File: config.mk
export PLATFORM = sky130hd
export DESIGN_NAME = owm_ctrl
export DESIGN_NICKNAME = d
export VERILOG_FILES = /design/src/rtl/owm_pkg.sv /design/src/rtl/owm_ctrl.sv /design/src/rtl/owm_edge_det.sv /design/src/rtl/owm_warmup.sv
export SDC_FILE = /design/constraint.sdc
export NUM_CORES = 1
export LEC_CHECK = 0
export ABC_AREA = 1
export BUFFER_PORTS_ARGS = -buffer_cell sky130_fd_sc_hd__buf_2
export CAP_MARGIN = 20
export CORE_ASPECT_RATIO = 0.6
export CORE_MARGIN = 10
export CORE_UTILIZATION = 54
export CTS_CLUSTER_DIAMETER = 200
export DETAILED_ROUTE_END_ITERATION = 10
export GPL_TIMING_DRIVEN = 0
export PLACE_DENSITY = 0.79
export SYNTH_ARGS = -nofsm -noshare
export SYNTH_HDL_FRONTEND = slang
export SYNTH_SLANG_ARGS = --single-unit
File: constraint.sdc
create_clock -name ref_clk_in -period 2.1 [get_ports ref_clk_in]
set_input_delay 0 -clock ref_clk_in [delete_from_list [all_inputs] [get_ports ref_clk_in]]
set_output_delay 0 -clock ref_clk_in [all_outputs]
set_load 0.03 [all_outputs]
File: src/rtl/owm_pkg.sv
// owm_pkg: constants and types shared by the warm-up and mode controller
package owm_pkg;
  // ****************************************************************
  // warm-up counter layout
  // ****************************************************************
  localparam int unsigned OWM_CNT_STAGES = 14;
  localparam int unsigned OWM_CMP_WIDTH = 8;
  localparam int unsigned OWM_PRE_WIDTH = 3;
  localparam logic [7:0] OWM_CMP_RESET = 8'h66;
  localparam logic [1:0] OWM_SRC_RESET = 2'h0;
  localparam logic [1:0] OWM_DIV_RESET = 2'h3;
  // ****************************************************************
  // source and mode encodings
  // ****************************************************************
  localparam logic [1:0] OWM_SRC_INT = 2'h0;
  localparam logic [1:0] OWM_SRC_XHI = 2'h1;
  localparam logic [1:0] OWM_SRC_XLO = 2'h2;
  localparam int unsigned OWM_LOW_DIV = 4;
  localparam logic [1:0] OWM_LOW_DIV_MAX = 2'h3;
  typedef enum logic [2:0] {
    OWM_NORMAL_SINGLE,
    OWM_IDLE_RUN_PERIPHERALS,
    OWM_IDLE_TIMEBASE_ONLY,
    OWM_NORMAL_DUAL,
    OWM_IDLE_DUAL,
    OWM_SLOW,
    OWM_SLEEP
  } owm_mode_type;
endpackage

File: src/rtl/owm_ctrl.sv
// owm_ctrl: oscillator warm-up and operating mode controller top
`timescale 1ns/10ps
// Overview of operation
// loading compare then enabling an oscillator starts it and the warm-up counter
// source code 00 internal, 01 external high, 10 low frequency
// divider code 00..11 divides the source by 1, 2, 4, 8
// upper eight counter bits equal compare: interrupt, stop, clear
// one compare step is 2^(6+divider code) source periods, 1 to 255 steps
// abort halts and clears the counter, then abort self-clears
// abort keeps enables; restart needs clear then set of an enable
// counting starts only on an enable rising from 0 to 1
// single-clock mode takes the system clock only from the gear clock
// high reference picks external or internal; internal frees crystal pins
// software keeps only one high-frequency source enabled before mode moves
// reset enters normal single mode with the internal oscillator as reference
// idle bit in normal single enters idle with peripherals running
// an enabled pending interrupt ends idle back to normal single
// halt bit in normal single stops all but the time base
// falling edge of the time base source ends time base idle
// time base enabled on entry latches time base interrupt on return
// dual mode uses gear clock normally and low clock divided by four slow
// low crystal pins are general purpose only in single-clock mode
// high reference select writes ignored while low speed clock selected
// start in single-clock mode; dual needs the low oscillator enabled
// normal dual runs the core on gear clock, peripherals on either
// low speed select moves between normal dual and slow
// high crystal enable moves between slow with and without high oscillator
// warm-up interrupt latch stays set until acknowledged
module owm_ctrl
  import owm_pkg::*;
#(
  parameter int unsigned STAGES = OWM_CNT_STAGES
) (
  input wire logic ref_clk_in,
  input wire logic rst_in,
  input wire logic internal_osc_enable_in,
  input wire logic high_xtal_enable_in,
  input wire logic low_xtal_enable_in,
  input wire logic high_ref_select_wr_in,
  input wire logic high_ref_select_in,
  input wire logic low_speed_sysclk_select_in,
  input wire logic idle_set_in,
  input wire logic timing_gen_halt_set_in,
  input wire logic warmup_abort_wr_in,
  input wire logic [1:0] warmup_source_select_in,
  input wire logic [1:0] warmup_divider_select_in,
  input wire logic [7:0] warmup_compare_value_in,
  input wire logic internal_osc_tick_in,
  input wire logic external_high_tick_in,
  input wire logic low_freq_tick_in,
  input wire logic gear_clock_tick_in,
  input wire logic timebase_source_level_in,
  input wire logic timebase_enable_in,
  input wire logic irq_pending_enabled_in,
  input wire logic warmup_irq_ack_in,
  input wire logic timebase_irq_ack_in,
  output logic warmup_done_irq_out,
  output logic timebase_irq_out,
  output logic warmup_busy_out,
  output logic warmup_abort_out,
  output logic high_ref_select_out,
  output logic [2:0] mode_out,
  output logic dual_clock_out,
  output logic cpu_run_out,
  output logic periph_clk_en_out,
  output logic sysclk_tick_out,
  output logic high_xtal_pins_gpio_out,
  output logic low_xtal_pins_gpio_out,
  output logic internal_osc_run_out,
  output logic high_xtal_run_out,
  output logic low_xtal_run_out
);
  owm_mode_type mode_r;
  owm_mode_type mode_nxt;
  logic int_rise;
  logic xhi_rise;
  logic xlo_rise;
  logic tb_fall;
  logic wu_start;
  logic wu_busy;
  logic wu_match;
  logic tb_armed_r;
  logic [1:0] low_div_r;
  logic sysclk_nxt;

  // ****************************************************************
  // enable and time base source edge detection
  // ****************************************************************
  // only a 0 to 1 change counts, so rewriting a set bit does nothing
  owm_edge_det u_int_edge (
    .ref_clk_in(ref_clk_in),
    .rst_in(rst_in),
    .level_in(internal_osc_enable_in),
    .rise_out(int_rise),
    .fall_out()
  );
  owm_edge_det u_xhi_edge (
    .ref_clk_in(ref_clk_in),
    .rst_in(rst_in),
    .level_in(high_xtal_enable_in),
    .rise_out(xhi_rise),
    .fall_out()
  );
  owm_edge_det u_xlo_edge (
    .ref_clk_in(ref_clk_in),
    .rst_in(rst_in),
    .level_in(low_xtal_enable_in),
    .rise_out(xlo_rise),
    .fall_out()
  );
  owm_edge_det u_tb_edge (
    .ref_clk_in(ref_clk_in),
    .rst_in(rst_in),
    .level_in(timebase_source_level_in),
    .rise_out(),
    .fall_out(tb_fall)
  );
  assign wu_start = int_rise | xhi_rise | xlo_rise;

  // ****************************************************************
  // warm-up counter
  // ****************************************************************
  owm_warmup #(
    .STAGES(STAGES)
  ) u_warmup (
    .ref_clk_in(ref_clk_in),
    .rst_in(rst_in),
    .start_in(wu_start),
    .abort_in(warmup_abort_wr_in),
    .source_select_in(warmup_source_select_in),
    .divider_select_in(warmup_divider_select_in),
    .compare_in(warmup_compare_value_in),
    .int_tick_in(internal_osc_tick_in),
    .xhi_tick_in(external_high_tick_in),
    .xlo_tick_in(low_freq_tick_in),
    .busy_out(wu_busy),
    .match_out(wu_match)
  );

  // busy mirrors the counter; abort reads back as a one-cycle echo, then 0
  always_ff @(posedge ref_clk_in) begin
    if (rst_in) begin
      warmup_busy_out <= 1'b0;
      warmup_abort_out <= 1'b0;
    end else begin
      warmup_busy_out <= wu_busy;
      warmup_abort_out <= warmup_abort_wr_in;
    end
  end

  // sticky done latch; a match in the ack cycle wins
  always_ff @(posedge ref_clk_in) begin
    if (rst_in) begin
      warmup_done_irq_out <= 1'b0;
    end else if (wu_match) begin
      warmup_done_irq_out <= 1'b1;
    end else if (warmup_irq_ack_in) begin
      warmup_done_irq_out <= 1'b0;
    end
  end

  // ****************************************************************
  // high reference select
  // ****************************************************************
  // locked while the low-speed clock drives the system, to avoid glitching fm
  always_ff @(posedge ref_clk_in) begin
    if (rst_in) begin
      high_ref_select_out <= 1'b0;
    end else if (high_ref_select_wr_in && !low_speed_sysclk_select_in) begin
      high_ref_select_out <= high_ref_select_in;
    end
  end

  // ****************************************************************
  // operating mode state machine
  // ****************************************************************
  always_comb begin
    mode_nxt = mode_r;
    case (mode_r)
      OWM_NORMAL_SINGLE: begin
        if (timing_gen_halt_set_in) begin
          mode_nxt = OWM_IDLE_TIMEBASE_ONLY;
        end else if (idle_set_in) begin
          mode_nxt = OWM_IDLE_RUN_PERIPHERALS;
        end else if (low_xtal_enable_in) begin
          mode_nxt = OWM_NORMAL_DUAL;
        end
      end
      OWM_IDLE_RUN_PERIPHERALS: begin
        if (irq_pending_enabled_in) begin
          mode_nxt = OWM_NORMAL_SINGLE;
        end
      end
      OWM_IDLE_TIMEBASE_ONLY: begin
        if (tb_fall) begin
          mode_nxt = OWM_NORMAL_SINGLE;
        end
      end
      OWM_NORMAL_DUAL: begin
        if (idle_set_in) begin
          mode_nxt = OWM_IDLE_DUAL;
        end else if (low_speed_sysclk_select_in) begin
          mode_nxt = OWM_SLOW;
        end else if (!low_xtal_enable_in) begin
          mode_nxt = OWM_NORMAL_SINGLE;
        end
      end
      OWM_IDLE_DUAL: begin
        if (irq_pending_enabled_in) begin
          mode_nxt = OWM_NORMAL_DUAL;
        end
      end
      OWM_SLOW: begin
        if (idle_set_in) begin
          mode_nxt = OWM_SLEEP;
        end else if (!low_speed_sysclk_select_in) begin
          mode_nxt = OWM_NORMAL_DUAL;
        end
      end
      OWM_SLEEP: begin
        if (irq_pending_enabled_in) begin
          mode_nxt = OWM_SLOW;
        end
      end
      default: mode_nxt = OWM_NORMAL_SINGLE;
    endcase
  end

  always_ff @(posedge ref_clk_in) begin
    if (rst_in) begin
      mode_r <= OWM_NORMAL_SINGLE;
    end else begin
      mode_r <= mode_nxt;
    end
  end

  // time base enable is sampled on entry to time base idle
  always_ff @(posedge ref_clk_in) begin
    if (rst_in) begin
      tb_armed_r <= 1'b0;
    end else if (mode_r == OWM_NORMAL_SINGLE && mode_nxt == OWM_IDLE_TIMEBASE_ONLY) begin
      tb_armed_r <= timebase_enable_in;
    end
  end

  // latch set on return beats a concurrent ack
  always_ff @(posedge ref_clk_in) begin
    if (rst_in) begin
      timebase_irq_out <= 1'b0;
    end else if (mode_r == OWM_IDLE_TIMEBASE_ONLY && tb_fall && tb_armed_r) begin
      timebase_irq_out <= 1'b1;
    end else if (timebase_irq_ack_in) begin
      timebase_irq_out <= 1'b0;
    end
  end

  // ****************************************************************
  // system clock source
  // ****************************************************************
  // slow modes tick once every four low clock ticks
  always_ff @(posedge ref_clk_in) begin
    if (rst_in) begin
      low_div_r <= 2'h0;
    end else if (low_freq_tick_in) begin
      low_div_r <= low_div_r + 2'h1;
    end
  end

  always_comb begin
    if (mode_r == OWM_SLOW || mode_r == OWM_SLEEP) begin
      sysclk_nxt = low_freq_tick_in && (low_div_r == OWM_LOW_DIV_MAX);
    end else begin
      sysclk_nxt = gear_clock_tick_in;
    end
  end

  // ****************************************************************
  // mode-derived outputs
  // ****************************************************************
  always_ff @(posedge ref_clk_in) begin
    if (rst_in) begin
      mode_out <= 3'h0;
      dual_clock_out <= 1'b0;
      cpu_run_out <= 1'b1;
      periph_clk_en_out <= 1'b1;
      sysclk_tick_out <= 1'b0;
      high_xtal_pins_gpio_out <= 1'b1;
      low_xtal_pins_gpio_out <= 1'b1;
      internal_osc_run_out <= 1'b1;
      high_xtal_run_out <= 1'b0;
      low_xtal_run_out <= 1'b0;
    end else begin
      mode_out <= mode_nxt;
      dual_clock_out <= (mode_nxt != OWM_NORMAL_SINGLE) &&
                        (mode_nxt != OWM_IDLE_RUN_PERIPHERALS) &&
                        (mode_nxt != OWM_IDLE_TIMEBASE_ONLY);
      cpu_run_out <= (mode_nxt == OWM_NORMAL_SINGLE) || (mode_nxt == OWM_NORMAL_DUAL) ||
                     (mode_nxt == OWM_SLOW);
      periph_clk_en_out <= (mode_nxt != OWM_IDLE_TIMEBASE_ONLY);
      sysclk_tick_out <= sysclk_nxt;
      high_xtal_pins_gpio_out <= !high_ref_select_out;
      low_xtal_pins_gpio_out <= (mode_nxt == OWM_NORMAL_SINGLE) ||
                                (mode_nxt == OWM_IDLE_RUN_PERIPHERALS) ||
                                (mode_nxt == OWM_IDLE_TIMEBASE_ONLY);
      // abort leaves the enables alone; oscillators follow software only
      internal_osc_run_out <= internal_osc_enable_in;
      high_xtal_run_out <= high_xtal_enable_in;
      low_xtal_run_out <= low_xtal_enable_in;
    end
  end
endmodule // owm_ctrl

File: src/rtl/owm_edge_det.sv
// owm_edge_det: rising and falling edge detector on a synchronous level
`timescale 1ns/10ps
module owm_edge_det (
  input wire logic ref_clk_in,
  input wire logic rst_in,
  input wire logic level_in,
  output logic rise_out,
  output logic fall_out
);
  logic level_r;
  // ****************************************************************
  // previous level
  // ****************************************************************
  always_ff @(posedge ref_clk_in) begin
    if (rst_in) begin
      level_r <= level_in; // track the pin in reset so a level already high is no edge
    end else begin
      level_r <= level_in;
    end
  end
  assign rise_out = level_in & ~level_r;
  assign fall_out = ~level_in & level_r;
endmodule // owm_edge_det

File: src/rtl/owm_warmup.sv
// owm_warmup: source select, divider and 14-stage warm-up counter
`timescale 1ns/10ps
module owm_warmup
  import owm_pkg::*;
#(
  parameter int unsigned STAGES = OWM_CNT_STAGES
) (
  input wire logic ref_clk_in,
  input wire logic rst_in,
  input wire logic start_in,
  input wire logic abort_in,
  input wire logic [1:0] source_select_in,
  input wire logic [1:0] divider_select_in,
  input wire logic [7:0] compare_in,
  input wire logic int_tick_in,
  input wire logic xhi_tick_in,
  input wire logic xlo_tick_in,
  output logic busy_out,
  output logic match_out
);
  logic [OWM_PRE_WIDTH-1:0] pre_r;
  logic [STAGES-1:0] cnt_r;
  logic src_tick;
  logic cnt_tick;
  // ****************************************************************
  // source mux and divider
  // ****************************************************************
  always_comb begin
    src_tick = 1'b0;
    if (source_select_in == OWM_SRC_INT) begin
      src_tick = int_tick_in;
    end else if (source_select_in == OWM_SRC_XHI) begin
      src_tick = xhi_tick_in;
    end else if (source_select_in == OWM_SRC_XLO) begin
      src_tick = xlo_tick_in;
    end
  end
  // divide by 2^code: tick when the low code bits of the prescaler are all ones
  always_comb begin
    cnt_tick = 1'b0;
    case (divider_select_in)
      2'h0: cnt_tick = src_tick;
      2'h1: cnt_tick = src_tick & pre_r[0];
      2'h2: cnt_tick = src_tick & (&pre_r[1:0]);
      default: cnt_tick = src_tick & (&pre_r[2:0]);
    endcase
  end
  assign match_out = busy_out && (cnt_r[STAGES-1 -: OWM_CMP_WIDTH] == compare_in);
  // ****************************************************************
  // counter control; abort and match both clear it and win over start
  // ****************************************************************
  always_ff @(posedge ref_clk_in) begin
    if (rst_in) begin
      busy_out <= 1'b0;
      cnt_r <= '0;
      pre_r <= '0;
    end else if (abort_in || match_out) begin
      busy_out <= 1'b0;
      cnt_r <= '0;
      pre_r <= '0;
    end else if (start_in && !busy_out) begin
      busy_out <= 1'b1;
      cnt_r <= '0;
      pre_r <= '0;
    end else if (busy_out) begin
      if (src_tick) begin
        pre_r <= pre_r + 1'b1;
      end
      if (cnt_tick) begin
        cnt_r <= cnt_r + 1'b1;
      end
    end
  end
endmodule // owm_warmup

# == Yosys cells after proc, flatten, opt, wreduce, memory -nomap -nowiden ==
# Index checks and enable logic that the tools add are counted.
# op_classes
n_addsub,3
eq_ne,18
n_mux,22
n_bitwise,13
n_reduce_logical,31
# ops
cell,n
$mux W3,12
$pmux W3 S7,1
$add A14 B1 Y14 const B,1
$eq A3 B2 Y1 const B,4
$eq A3 B3 Y1 const B,4
$logic_and A1 B1 Y1,9
$eq A8 B8 Y1,1
$mux W1,8
$and A1 B1 Y1,7
$eq A2 B2 Y1 const B,3
$eq A3 B1 Y1 const B,2
$logic_not A3 Y1,2
$logic_or A1 B1 Y1,6
$reduce_and A2 Y1,3
$eq A2 B1 Y1 const B,2
$logic_not A2 Y1,2
$not A1 Y1,4
$reduce_bool A2 Y1,2
$add A3 B1 Y3 const B,1
$logic_not A1 Y1,3
$ne A3 B1 Y1 const B,1
$ne A3 B2 Y1 const B,1
$pmux W1 S3,1
$reduce_and A3 Y1,1
5 further kinds,6
# totals
regBits,42
inputBits,32
output_inout_bits,17
elab_cells,111

# == Logic depth before layout (Yosys ltp) ==
# logic_depth
depth_word,7
mapped_depth,11

# == Cells and area by module ==
# A second synthesis with hierarchy kept.
# hier_totals
hier_cells,404
area_unflattened_um2,2513.7
# by_module_without_submodules
mod,instances,cells_per_inst,area_per_inst_um2,seq_area_each_um2
owm_warmup,1,242,1417.6,360.3
owm_ctrl,1,142,955.9,400.4
owm_edge_det,4,5,35.0,20.0

# == Least setup slack after synthesis ==
# Ideal clock, no wire load.
# synth_path
kind,reg2reg
startpoint,register mode_out[1] (netlist name)
endpoint,register low_xtal_pins_gpio_out
arrival_ps,1387
t_required_ps,1989
slack_ps,603
stages_incl_launch_ff,11
n_path_buf,1
synth_period_minus_slack_ps,1497
cell_sequence,dfxtp_1 buf_4 inv_1 nor2_1 nand3_1 nand2_1 nor2_1 nand2_1 a21oi_1 nor2_2 inv_2
# synth_rtl
item,line_no,text
end signal: assignment,owm_ctrl.sv:302,low_xtal_pins_gpio_out <= (mode_nxt == OWM_NORMAL_SINGLE) ||
end: declaration,owm_ctrl.sv:68,"output logic low_xtal_pins_gpio_out,"

# == Final worst setup path ==
# layout_path
startpoint,register u_warmup.pre_r[0]
endpoint,register u_warmup.cnt_r[6]
# layout_between
elab_chain_len,4
# layout_lines
item,line_no,text
start: declaration,owm_warmup.sv:21,logic [OWM_PRE_WIDTH-1:0] pre_r;
start signal: assignment,owm_warmup.sv:67,pre_r <= pre_r + 1'b1;
$reduce_and A3 Y1 or $reduce_and A2 Y1 (tied branches),"owm_warmup.sv:45, owm_warmup.sv:44",
$and A1 B1 Y1 (on tied branches),"owm_warmup.sv:45, owm_warmup.sv:44",
$pmux W1 S3 *,owm_warmup.sv:41,case (divider_select_in)
$reduce_and A2 Y1 (no line) *,n/a,
end signal: assignment,owm_warmup.sv:70,cnt_r <= cnt_r + 1'b1;
end: declaration,owm_warmup.sv:22,logic [STAGES-1:0] cnt_r;
# Mark *: on every way between the ends. The rest lies on a longest branch, timed or not.
# A chain may end at the register's enable or synchronous reset.

==> flow_summary.yaml <==
drt:
  dr.first_iter.drc_count: 206
  dr_total_vias: 2296
  routed_wl_um: 6010
  viasPerCell: 5.04
  drc: 0
  antenna_left: 0
  drt_pass1_iterations: 5
  wl_per_cell_um: 13.2
critical_path:
  path_cells: "ha_1 -> ha_1 -> o21ai_0 -> inv_1 -> o21ai_2 -> buf_4 -> nand2_1 -> a21oi_1"
  worstPathArrival_ps: 2000
  cpMaxStageDelayCell: "dfxtp_1"
  startpoint_type: "flip-flop"
  path_buf_inv: 2
  end_kind: "flip-flop"
  crit_family: "compound AO/OA/AOI/OAI gates"
  cpMostUsedCell: "ha_1"
  critical_path.max_fanout: 10
  critPathKind: "reg2reg"
  critPathMaxStageDelay_ps: 350
  cp.required_ps: 2330
floorplanning:
  die_h_um: 70.3
  num_rows: 18
  ios: 49
  core_um2: 4100
  initial_core_util_pct: 55.6
  die_width_um: 104
  die_area_um2: 7310
synthesis:
  synth_area_leaders: "dfxtp_1 (37%), nand2_1 (15%), nor2_1 (8.2%)"
  postSynthCellCount: 327
  synth_warnings: 0
  synth_area_per_cell_um2: 6.98
  synth_seq_cells: 42
  synth_fp_nets: 366
  synthFlopType: "dfxtp_1"
  yosysSeqAreaShare_pct: 36.9
  async_flop_share_pct: 0
  synth_top_area_share_pct: 36.9
  synth-edff-count: 0
  netlist_area_um2: 2280
  synth_cell_types: 32
  synth_top_area_cell: "dfxtp_1"
clock_network:
  cts-root-buf: "clkbuf_8"
  cts_resized: 0
  clock_sinks: 42
  cts_tree: "done"
  clock_path_buffers: 2
  clk_pin_slew_ps: 80
  cts_made_buffers: 5
  htree_levels: 2
  clk-insertion-delay-late_ps: 300
timing:
  relSlewSlack_pct: 72.7
  setup_violations: 0
  timing.fmax_mhz: 565
  final.min_clock_period_ps: 1770
  drv_slew: 0
  tightestPinTransition_ps: 406
  finalHoldViolations: 0
  period_share_pct: 84.3
  tns_ps: 0
  rsz0062_at_grt: "false"
  skew_ps: 7.19
global_route:
  grt_max_degree: 15
  gr-usage-all-layers_pct: 16.3
  grt_pass1_vias: 2085
  antenna_found_initial: 1
  gr-total-overflow: 0
  grt_pass1_wl_um: 10000
placement:
  dp_hpwl_um: 4490
  gp_congestion: 0.893
  io_buffer_count: 48
finish:
  layout.nets: 433
  areaGrowthSynthToFinish_pct: 24.1
  drive_gt1_share_pct: 22.5
  final_util_pct: 69.1
  n_fill_cell: 353
pwr:
  vdd_drop_max_mv: 0.470
  p_per_area_nw_per_um2: 656
  p_leak_nw: 1.29
status:
  status: "completed"
job:
  drv_cap: 0
worst_hold_path:
  hold_path_class: "in2reg"
[routing by layer]
metal	track usage (%)	part of all wire [%]	up-vias
met2	22.1	38	118
met1	23.1	49	1011
met5	0	0	-
met4	5.84	2.5	0
met3	5.40	10	21
li1	-	-	1146
[worst register-to-register path, stage by stage (launching register included)]
cell     delay, ps
dfxtp_1        350
ha_1           240
ha_1           190
o21ai_0        190
inv_1           90
o21ai_2        230
buf_4          230
nand2_1         60
a21oi_1        130
[Yosys cell counts (2+ instances only)]
library cell,n
a21oi_1,20
a21oi_2,3
buf_4,3
buf_6,2
dfxtp_1,42
ha_1,7
inv_1,31
inv_2,4
nand2_1,94
nand2_2,4
nand3_1,16
nand3_2,3
nor2_1,50
nor2_2,4
nor2_4,3
nor3_1,2
o21ai_0,5
or2_1,2
or2_2,2
xnor2_1,12
xor2_1,7
[placed cells by master, fill, tap and decap left out, types with 2 or more instances in the layout]
cell type and count:
inv_2 4, nor2_4 3, xor2_1 7, or2_1 2
a21oi_2 3, nand3_2 3, nor2_1 50, nor2_2 4
or2_2 2, inv_1 31, nand2_1 94, o21ai_0 5
ha_1 7, a21oi_1 20, nand2_2 4, buf_2 49
dlygate4sd3_1 12, nand3_1 16, buf_4 3, buf_6 2
nor3_1 2, dfxtp_1 42, xnor2_1 12, clkbuf_8 5
[path summary, 6_finish.rpt]
| kind | slack, ps | from | cells past startpoint | end |
|---|---|---|---|---|
| worst max-delay path | 330 | u_warmup.pre_r[0]$_SDFFE_PP0P_ | 8 | u_warmup.cnt_r[6]$_SDFFE_PP0P_ |
| worst min-delay path | 8 | timebase_irq_ack_in | 4 | timebase_irq_out$_SDFFE_PP0P_ |
| worst max register to register | 330 | u_warmup.pre_r[0]$_SDFFE_PP0P_ | 8 | u_warmup.cnt_r[6]$_SDFFE_PP0P_ |
| worst min register to register | 440 | high_ref_select_out$_SDFFE_PP0P_ | 1 | high_xtal_pins_gpio_out$_SDFF_PP1_ |
[sequential cells by signal (all words and copies together) (netlist names), 2 cells and up]
signal / cells
u_warmup.cnt_r: 14
mode_out: 3
u_warmup.pre_r: 3
low_div_r: 2
[kinds of logic after synthesis]
group	after synthesis	share of synthesized area [%]
AOI/OAI and AO/OA	33	8.45
buffers and inverters	42	8.17
xor gates and xnor gates	19	7.30
adders and majority gates	7	3.84
and+or+nand+nor	184	35.4
DFF	42	36.9
[final cells by class]
cell class | instances | area [um2] | share of cell area, %
sequential | 42 | 841 | 29.7
tap | 60 | 75.1 | 2.65
antenna | 1 | 2.50 | 0.0884
timing repair buffer | 60 | 360 | 12.7
clock buffer | 5 | 68.8 | 2.43
clock inverter | 3 | 43.8 | 1.55
buffer | 7 | 55.1 | 1.94
multi-input combinational | 243 | 1250 | 44.3
inverter | 35 | 131 | 4.64
[power breakdown]
| part | switching (mW) | internal [mW] |
|---|---|---|
| combinational | 0.233 | 0.128 |
| clock | 0.287 | 0.356 |
| sequential | 0.0198 | 0.835 |
| total | 0.540 | 1.32 |
[stage by stage]
| step | cell area [um2] | cells | worst slack [ps] | power, mW | hold slack (ps) |
|---|---|---|---|---|---|
| finish | 2830 | 456 | 329 | 1.86 | 8.30 |
| global route | 2830 | 456 | 157 | 1.94 | 35.2 |
| CTS | 2830 | 455 | 348 | 1.87 | 7.33 |
| detailed placement | 2600 | 435 | 375 | 1.21 | 124 |
| global placement | 2600 | 435 | 430 | 1.20 | 118 |
| floorplan | 2280 | 327 | 603 | 1.10 | 27.7 |
[repair_timing]
| action | in CTS | in global routing |
|---|---|---|
| hold buffers | 12 | 0 |
| setup endpoints to repair | 0 | 0 |
| hold endpoints to repair | 13 | 0 |
| buffers inserted | 0 | 0 |
Note: power is estimated with default switching activity, not from simulation.
